`src/wct_pkg.sv`:
```
/*
 * Constants, register map and state type for the wakeup countdown timer.
 * Assumes a 20 MHz system clock and a register port with byte addresses.
 */
package wct_pkg;

	// ----------------------------------------
	// Clock and timing
	// ----------------------------------------
	localparam int CLK_HZ = 20_000_000;
	localparam int BASE_TICK_HZ = 4096;
	// Integer divide; the base tick runs about 0.017 percent fast
	localparam int DIV_4096 = CLK_HZ / BASE_TICK_HZ;
	localparam int REL_SHORT_NS = 122_000;
	localparam int REL_LONG_NS = 7_813_000;
	localparam int REL_SHORT_CYC = (REL_SHORT_NS * (CLK_HZ / 1_000_000) + 999) / 1000;
	localparam int REL_LONG_CYC = (REL_LONG_NS * (CLK_HZ / 1_000_000) + 999) / 1000;
	localparam int DIV64_LAST = 63;
	localparam int DIV1_LAST = 4095;

	// ----------------------------------------
	// Register offsets
	// ----------------------------------------
	localparam logic [7:0] OFS_CTRL = 8'h00;
	localparam logic [7:0] OFS_FLAG = 8'h04;
	localparam logic [7:0] OFS_PRESET = 8'h08;
	localparam logic [7:0] OFS_COUNT = 8'h0C;

	// ----------------------------------------
	// Field positions and reset values
	// ----------------------------------------
	localparam int B_SEL_LO = 0;
	localparam int B_SEL_HI = 1;
	localparam int B_ENABLE = 4;
	localparam int B_IRQ_EN = 5;
	localparam int B_PAUSE_N = 6;
	localparam int B_RELOAD = 7;
	localparam int B_FLAG = 0;
	localparam int B_IRQ_ACT = 1;
	localparam int B_PIN_LVL = 2;
	localparam logic [1:0] SEL_4096 = 2'h0;
	localparam logic [1:0] SEL_64 = 2'h1;
	localparam logic [1:0] SEL_1HZ = 2'h2;
	localparam logic [1:0] SEL_MIN = 2'h3;
	localparam logic [1:0] RST_SEL = SEL_1HZ;
	localparam logic RST_PAUSE_N = 1'b1;
	localparam logic [23:0] RST_PRESET = 24'h00_0000;
	localparam int PRESET_W = 24;

	// ----------------------------------------
	// Run state
	// ----------------------------------------
	typedef enum logic [3:0] {
		ST_IDLE = 4'b0001,
		ST_ARMED = 4'b0010,
		ST_LOAD = 4'b0100,
		ST_COUNT = 4'b1000
	} wct_state_t;

endpackage

```
`src/wct_tick_gen.sv`:
```
/*
 * Free running source ticks at 4096 Hz, 64 Hz and 1 Hz, one-cycle pulses.
 * Assumes a system clock of DIV_4096 times 4096 Hz.
 */
module wct_tick_gen #(
	parameter int DIV_4096 = wct_pkg::DIV_4096
) (
	input wire logic clk,
	input wire logic reset,
	output logic tick_4096,
	output logic tick_64,
	output logic tick_1
);

	localparam int DW = $clog2(DIV_4096);

	logic [DW-1:0] div_r;
	logic [11:0] sub_r;
	wire base = (div_r == DW'(DIV_4096 - 1));
	wire last64 = (sub_r[5:0] == 6'(wct_pkg::DIV64_LAST));
	wire last1 = (sub_r == 12'(wct_pkg::DIV1_LAST));

	generate
		if (DIV_4096 < 2) begin : g_chk
			$error("DIV_4096 must be at least 2");
		end
	endgenerate

	// ----------------------------------------
	// Dividers
	// ----------------------------------------
	// The 1 Hz tick is free and not tied to any calendar seconds update
	always_ff @(posedge clk) begin
		if (reset) begin
			div_r <= '0;
			sub_r <= 12'h000;
			tick_4096 <= 1'b0;
			tick_64 <= 1'b0;
			tick_1 <= 1'b0;
		end else begin
			div_r <= base ? '0 : div_r + DW'(1);
			sub_r <= base ? sub_r + 12'h001 : sub_r;
			tick_4096 <= base;
			tick_64 <= base & last64;
			tick_1 <= base & last1;
		end
	end

endmodule

```
`src/wct_wakeup_timer.sv`:
```
/*
 * Wakeup countdown timer: 24-bit preset counted down on a selectable source,
 * sticky event flag and open-drain shared interrupt with automatic release.
 * Assumes a register port master on clk, an asynchronous serial clock pin
 * and a minute update pulse from calendar logic on clk.
 */
module wct_wakeup_timer #(
	parameter int DIV_4096 = wct_pkg::DIV_4096,
	parameter int REL_SHORT_CYC = wct_pkg::REL_SHORT_CYC,
	parameter int REL_LONG_CYC = wct_pkg::REL_LONG_CYC
) (
	input wire logic clk,
	input wire logic reset,
	input wire logic [7:0] addr,
	input wire logic [31:0] wdata,
	input wire logic wr_en,
	input wire logic rd_en,
	output logic [31:0] rdata,
	input wire logic scl,
	input wire logic minute_tick,
	input wire logic int_in,
	output logic int_out,
	output logic int_oe_n
);

	localparam int RW = $clog2(REL_LONG_CYC + 1);
	localparam int PW = wct_pkg::PRESET_W;

	generate
		if (REL_SHORT_CYC < 1 || REL_SHORT_CYC > REL_LONG_CYC) begin : g_chk
			$error("Release counts must satisfy 1 <= short <= long");
		end
	endgenerate

	// ----------------------------------------
	// Helpers
	// ----------------------------------------
	// Register match, shared by the write decode and the read mux
	function automatic logic reg_hit(input logic [7:0] a, input logic [7:0] ofs);
		return a == ofs;
	endfunction

	// Only the fast source has the short release time
	function automatic logic sel_fast(input logic [1:0] sel);
		return sel == wct_pkg::SEL_4096;
	endfunction

	// ----------------------------------------
	// Registers
	// ----------------------------------------
	logic [1:0] sel_r;
	logic enable_r;
	logic irq_en_r;
	logic pause_n_r;
	logic flag_r;
	logic irq_act_r;
	logic [PW-1:0] preset_r;
	logic [PW-1:0] cnt_r;
	logic [RW-1:0] rel_r;
	wct_pkg::wct_state_t state_r;
	logic scl_s1_r;
	logic scl_s2_r;
	logic scl_s3_r;
	logic pin_s1_r;
	logic pin_s2_r;

	// ----------------------------------------
	// Decode
	// ----------------------------------------
	wire ctrl_wr = wr_en & reg_hit(addr, wct_pkg::OFS_CTRL);
	wire flag_wr = wr_en & reg_hit(addr, wct_pkg::OFS_FLAG);
	wire preset_wr = wr_en & reg_hit(addr, wct_pkg::OFS_PRESET);
	wire flag_clr = flag_wr & ~wdata[wct_pkg::B_FLAG];
	wire [1:0] sel_nxt = ctrl_wr ? wdata[wct_pkg::B_SEL_HI:wct_pkg::B_SEL_LO] : sel_r;
	wire enable_nxt = ctrl_wr ? wdata[wct_pkg::B_ENABLE] : enable_r;
	wire irq_en_nxt = ctrl_wr ? wdata[wct_pkg::B_IRQ_EN] : irq_en_r;
	wire pause_n_nxt = ctrl_wr ? wdata[wct_pkg::B_PAUSE_N] : pause_n_r;
	wire reload = ctrl_wr & wdata[wct_pkg::B_RELOAD];
	wire [PW-1:0] preset_nxt = preset_wr ? wdata[PW-1:0] : preset_r;
	wire en_start = ~enable_r & enable_nxt;
	// Edge of the serial clock taken from the second and third stages only
	wire scl_rise = scl_s2_r & ~scl_s3_r;

	// ----------------------------------------
	// Source selection
	// ----------------------------------------
	logic tick_4096;
	logic tick_64;
	logic tick_1;

	wct_tick_gen #(
		.DIV_4096(DIV_4096)
	) u_ticks (
		.clk(clk),
		.reset(reset),
		.tick_4096(tick_4096),
		.tick_64(tick_64),
		.tick_1(tick_1)
	);

	wire src_tick = sel_fast(sel_r) ? tick_4096 :
		(sel_r == wct_pkg::SEL_64) ? tick_64 :
		(sel_r == wct_pkg::SEL_1HZ) ? tick_1 : minute_tick;
	wire preset_nz = (preset_r != '0);
	wire tick_ok = src_tick & pause_n_r & preset_nz;
	wire counting = (state_r == wct_pkg::ST_COUNT) & enable_r;
	wire wake_evt = counting & tick_ok & ~reload & (cnt_r == PW'(1));

	// ----------------------------------------
	// Run state
	// ----------------------------------------
	wct_pkg::wct_state_t state_nxt;

	always_comb begin
		state_nxt = state_r;
		case (state_r)
			wct_pkg::ST_IDLE: begin
				if (en_start) begin
					state_nxt = wct_pkg::ST_ARMED;
				end
			end
			wct_pkg::ST_ARMED: begin
				if (scl_rise) begin
					state_nxt = wct_pkg::ST_LOAD;
				end
			end
			wct_pkg::ST_LOAD: begin
				if (tick_ok) begin
					state_nxt = wct_pkg::ST_COUNT;
				end
			end
			wct_pkg::ST_COUNT: begin
				state_nxt = wct_pkg::ST_COUNT;
			end
			default: begin
				state_nxt = wct_pkg::ST_IDLE;
			end
		endcase
		if (!enable_nxt) begin
			state_nxt = wct_pkg::ST_IDLE;
		end
	end

	// ----------------------------------------
	// Down counter
	// ----------------------------------------
	logic [PW-1:0] cnt_nxt;

	always_comb begin
		cnt_nxt = cnt_r;
		if (!counting) begin
			cnt_nxt = preset_r;
		end else if (reload) begin
			cnt_nxt = preset_r;
		end else if (tick_ok) begin
			cnt_nxt = (cnt_r <= PW'(1)) ? preset_r : cnt_r - PW'(1);
		end
	end

	// ----------------------------------------
	// Flag and interrupt
	// ----------------------------------------
	// write one ignored
	wire flag_nxt = wake_evt | (flag_r & ~flag_clr);
	wire [RW-1:0] rel_load = sel_fast(sel_r) ? RW'(REL_SHORT_CYC) :
		RW'(REL_LONG_CYC);
	wire rel_done = irq_act_r & (rel_r == RW'(1));
	// Counts only while the pin is held; a new event restarts it
	wire [RW-1:0] rel_nxt = wake_evt ? rel_load :
		(irq_act_r ? rel_r - RW'(1) : rel_r);
	logic irq_nxt;

	always_comb begin
		irq_nxt = irq_act_r;
		if (!irq_en_nxt || !enable_nxt) begin
			irq_nxt = 1'b0;
		end else if (wake_evt) begin
			irq_nxt = 1'b1;
		end else if (rel_done) begin
			irq_nxt = 1'b0;
		end
	end

	// ----------------------------------------
	// Read mux
	// ----------------------------------------
	wire [31:0] ctrl_rd = {24'h00_0000, 1'b0, pause_n_r, irq_en_r, enable_r, 2'b00, sel_r};
	wire [31:0] flag_rd = {29'h0000_0000, pin_s2_r, irq_act_r, flag_r};
	wire [31:0] rd_mux = reg_hit(addr, wct_pkg::OFS_CTRL) ? ctrl_rd :
		reg_hit(addr, wct_pkg::OFS_FLAG) ? flag_rd :
		reg_hit(addr, wct_pkg::OFS_PRESET) ? {8'h00, preset_r} :
		reg_hit(addr, wct_pkg::OFS_COUNT) ? {8'h00, cnt_r} : 32'h0000_0000;

	// ----------------------------------------
	// State update
	// ----------------------------------------
	always_ff @(posedge clk) begin
		if (reset) begin
			sel_r <= wct_pkg::RST_SEL;
			enable_r <= 1'b0;
			irq_en_r <= 1'b0;
			pause_n_r <= wct_pkg::RST_PAUSE_N;
			preset_r <= wct_pkg::RST_PRESET;
			state_r <= wct_pkg::ST_IDLE;
		end else begin
			sel_r <= sel_nxt;
			enable_r <= enable_nxt;
			irq_en_r <= irq_en_nxt;
			pause_n_r <= pause_n_nxt;
			preset_r <= preset_nxt;
			state_r <= state_nxt;
		end
	end

	always_ff @(posedge clk) begin
		if (reset) begin
			cnt_r <= wct_pkg::RST_PRESET;
			flag_r <= 1'b0;
			irq_act_r <= 1'b0;
			rel_r <= '0;
		end else begin
			cnt_r <= cnt_nxt;
			flag_r <= flag_nxt;
			irq_act_r <= irq_nxt;
			rel_r <= rel_nxt;
		end
	end

	// Pins come from outside the clock domain, so two stages before use
	always_ff @(posedge clk) begin
		if (reset) begin
			scl_s1_r <= 1'b1;
			scl_s2_r <= 1'b1;
			scl_s3_r <= 1'b1;
			pin_s1_r <= 1'b1;
			pin_s2_r <= 1'b1;
		end else begin
			scl_s1_r <= scl;
			scl_s2_r <= scl_s1_r;
			scl_s3_r <= scl_s2_r;
			pin_s1_r <= int_in;
			pin_s2_r <= pin_s1_r;
		end
	end

	// ----------------------------------------
	// Outputs
	// ----------------------------------------
	always_ff @(posedge clk) begin
		if (reset) begin
			rdata <= 32'h0000_0000;
			int_out <= 1'b0;
			int_oe_n <= 1'b1;
		end else begin
			rdata <= rd_en ? rd_mux : 32'h0000_0000;
			int_out <= 1'b0;
			int_oe_n <= ~irq_nxt;
		end
	end

endmodule

```
`config.mk`:
```
export PLATFORM = sky130hd
export DESIGN_NAME = wct_wakeup_timer
export DESIGN_NICKNAME = d
export VERILOG_FILES = /design/src/wct_pkg.sv /design/src/wct_tick_gen.sv /design/src/wct_wakeup_timer.sv
export SDC_FILE = /design/constraint.sdc
export NUM_CORES = 1
export LEC_CHECK = 0
export BUFFER_PORTS_ARGS = -buffer_cell sky130_fd_sc_hd__buf_2
export CAP_MARGIN = 0
export CORE_MARGIN = 2
export CORE_UTILIZATION = 60
export CTS_CLUSTER_SIZE = 40
export DETAILED_ROUTE_END_ITERATION = 8
export GPL_TIMING_DRIVEN = 0
export PLACE_DENSITY = 0.93
export SYNTH_ARGS = -nofsm -noshare
export SYNTH_HDL_FRONTEND = slang
export SYNTH_SLANG_ARGS = --single-unit
```
`constraint.sdc`:
```
create_clock -name clk -period 3.7 [get_ports clk]
set_input_delay 0.925 -clock clk [delete_from_list [all_inputs] [get_ports clk]]
set_output_delay 0.925 -clock clk [all_outputs]
set_load 0.03 [all_outputs]
```
==> results_dict.tcl <==
set metrics [dict create \
    tightest_slew_ps 1027 \
    timing.fmax_ghz 0.3383 \
    crit_slowest_cell "or4_4" \
    h-tree-depth 4 \
    path_max_fanout 8 \
    synth-edff-count 0 \
    worstPathCellList "or4_4 > nor4_1 > nand4_1 > nor3_2 > a21o_1 > a21oi_1" \
    synth_area_leaders "dfxtp_1, a21oi_1, nor2_1" \
    ant_nets 0 \
    placed_cells 952 \
    grt_usage_pct 33.00 \
    layout_common_cells "dfxtp_1, nor2_1, nand2_1" \
    n_fill_cell 807 \
    postSynthAreaPerCell_um2 8.379 \
    power.density_nw_per_um2 437.1 \
    synth_area_um2 6251 \
    area_growth_pct 17.19 \
    synth_cell_types 64 \
    cts_made_buffers 17 \
    async_flop_share_pct 0 \
    synth_top_cell_by_area "dfxtp_1" \
    end_kind "flip-flop" \
    cts_setup_buffers 0 \
    synth_warnings 0 \
    antennaDiodeCount 0 \
    num_io_pins 81 \
    yosysSeqAreaShare_pct 43.23 \
    rows 37 \
    die_area_um2 11250 \
    dr.first_iter.drc_count 679 \
    rsz0062_at_grt "no" \
    clockBufferDepth 2 \
    drcViolationCount 0 \
    ir_drop_mv 0.3867 \
    final-hold-violation-count 0 \
    ys.flop_type "dfxtp_1" \
    slew_viol_final 0 \
    via_count 6160 \
    dpl-instance-area_um2 6761 \
    maxCapViolCount 0 \
    core_um2 10230 \
    period_share_pct 79.90 \
    clk_pin_slew_ps 70 \
    hp-class "reg -> reg" \
    antenna_found_initial 0 \
    grt_max_degree 17 \
    dpl.hpwl_um 12310 \
    postCtsHoldBufs 0 \
    detail_route.wl_per_cell_um 18.45 \
    path_class "reg -> reg" \
    cts-root-buf "clkbuf_8" \
    die_h_um 106.1 \
    power_leakage_uw 0.002688 \
    clock-skew-final_ps 13.56 \
    synth.top_cell.area_share_pct 43.23 \
    grt_pass1_wl_um 28940 \
    initial_core_util_pct 61.10 \
    worstPathRequired_ps 4120 \
    dr.pass1.iters 7 \
    gp_congestion 1.017 \
    worstSetupStartpointType "flip-flop" \
    fin_cells 984 \
    drive_above_1_share_pct 15.80 \
    cts_resized 0 \
    stdcell_area_um2 7326 \
    final_nets 889 \
    ys_ff_latch 135 \
    finalWirelength_um 18150 \
    vias_per_cell 6.260 \
    crit_path_max_incr_delay_ps 610 \
    layout_commonest_cell "dfxtp_1" \
    portBuffers 62 \
    p_total_uw 3202 \
    arrival_ps 3380 \
    die_w_um 106.1 \
    max_slew_margin_pct 30.88 \
    final.min_clock_period_ps 2956 \
    clock-sinks 135 \
    grt_overflow 0 \
    syn_inst 746 \
    setup_viol 0 \
    fin_setup_tns_ps 0 \
    cts_tree "built" \
    worstSkewPairLatency_ps 550 \
    status "completed" \
    grt_pass1_vias 5910 \
]
## layout make-up
| class | count | area [um2] | area share (%) |
|---|---|---|---|
| plain buffers | 50 | 251.5 | 3.433 |
| clock buffers | 17 | 414.1 | 5.653 |
| clock inverters | 15 | 150.1 | 2.050 |
| inverters | 11 | 41.29 | 0.5636 |
| multi-input cells | 558 | 3286 | 44.85 |
| flip-flops and latches | 135 | 2703 | 36.89 |
| well taps | 136 | 170.2 | 2.323 |
| repair buffers | 62 | 310.3 | 4.236 |
## worst max-delay path, delay by kind of cell, from the launching register on
kind               cells  cell delay (ps)
AOI/OAI and AO/OA      2              470
DFF                    1              380
and+or+nand+nor        4             1970
## metal layers
layer / global-route usage, % / wire length (um)
met5: 0 / 0
met4: 18.42 / 796
met3: 8.400 / 1912
met2: 53.82 / 8485
met1: 39.77 / 6957
## sequential cells by signal, indices dropped and copies added (netlist names)
| signal | count |
|---|---|
| cnt_r | 24 |
| enable_r | 1 |
| flag_r | 1 |
| int_oe_n | 1 |
| irq_act_r | 1 |
| irq_en_r | 1 |
| pause_n_r | 1 |
| pin_s1_r | 1 |
| pin_s2_r | 1 |
| preset_r | 24 |
| rdata | 24 |
| rel_r | 18 |
| scl_s1_r | 1 |
| scl_s2_r | 1 |
| scl_s3_r | 1 |
| sel_r | 2 |
| state_r | 4 |
| u_ticks.div_r | 13 |
| u_ticks.sub_r | 12 |
| u_ticks.tick_1 | 1 |
| u_ticks.tick_4096 | 1 |
| u_ticks.tick_64 | 1 |
## worst paths after layout
path	startpoint	end	slack (ps)	depth (start not counted)
worst min-delay path	scl_s1_r	scl_s2_r	420	1
worst max register to register	cnt_r[17]	rel_r[13]	740	6
worst min register to register	scl_s1_r	scl_s2_r	420	1
worst max-delay path	cnt_r[17]	rel_r[13]	740	6
## cells by family (layout without fill, tap and decap cells)
kind of cell	after synthesis	in the layout	share of synthesized area (%)
other	1	9	0.05999
multiplexers	14	14	2.662
buffers and inverters	61	155	4.684
AND/OR/NAND/NOR	327	327	26.94
AO/OA/AOI/OAI	168	168	16.39
XOR/XNOR	33	33	4.624
flip-flops	135	135	43.23
adder cells (fa/ha/maj)	7	7	1.401
## power by group
part	total, uW	switching (uW)	internal (uW)
Combinational	110	69.5	40.1
Sequential	1460	4.78	1460
Clock	1630	762	868
## cells in the mapped netlist, types with 10 or more instances
cell type	number
nor3_1	33
a21oi_1	65
buf_4	12
mux2i_1	11
nor2_1	83
xor2_1	17
nand4_1	13
o21ai_0	33
nand2b_1	10
clkbuf_1	31
a22oi_1	22
xnor2_1	16
nor4_1	22
dfxtp_1	135
or3_1	13
a31oi_1	10
nand2_1	78
nand3_1	24
inv_1	11
## per-stage QoR
stage / utilization (%) / hold WS [ps] / worst slack (ps)
4_1_cts: 71.60 / 420.5 / 807.6
5_1_grt: 71.60 / 449.4 / 627.8
3_5_place_dp: 66.09 / 404.2 / 340.6
6_report: 71.60 / 421.6 / 743.8
3_3_place_gp: 66.09 / 395.5 / 376.1
2_1_floorplan: - / 389.5 / 1009
Power figures use the tool's default switching activity.
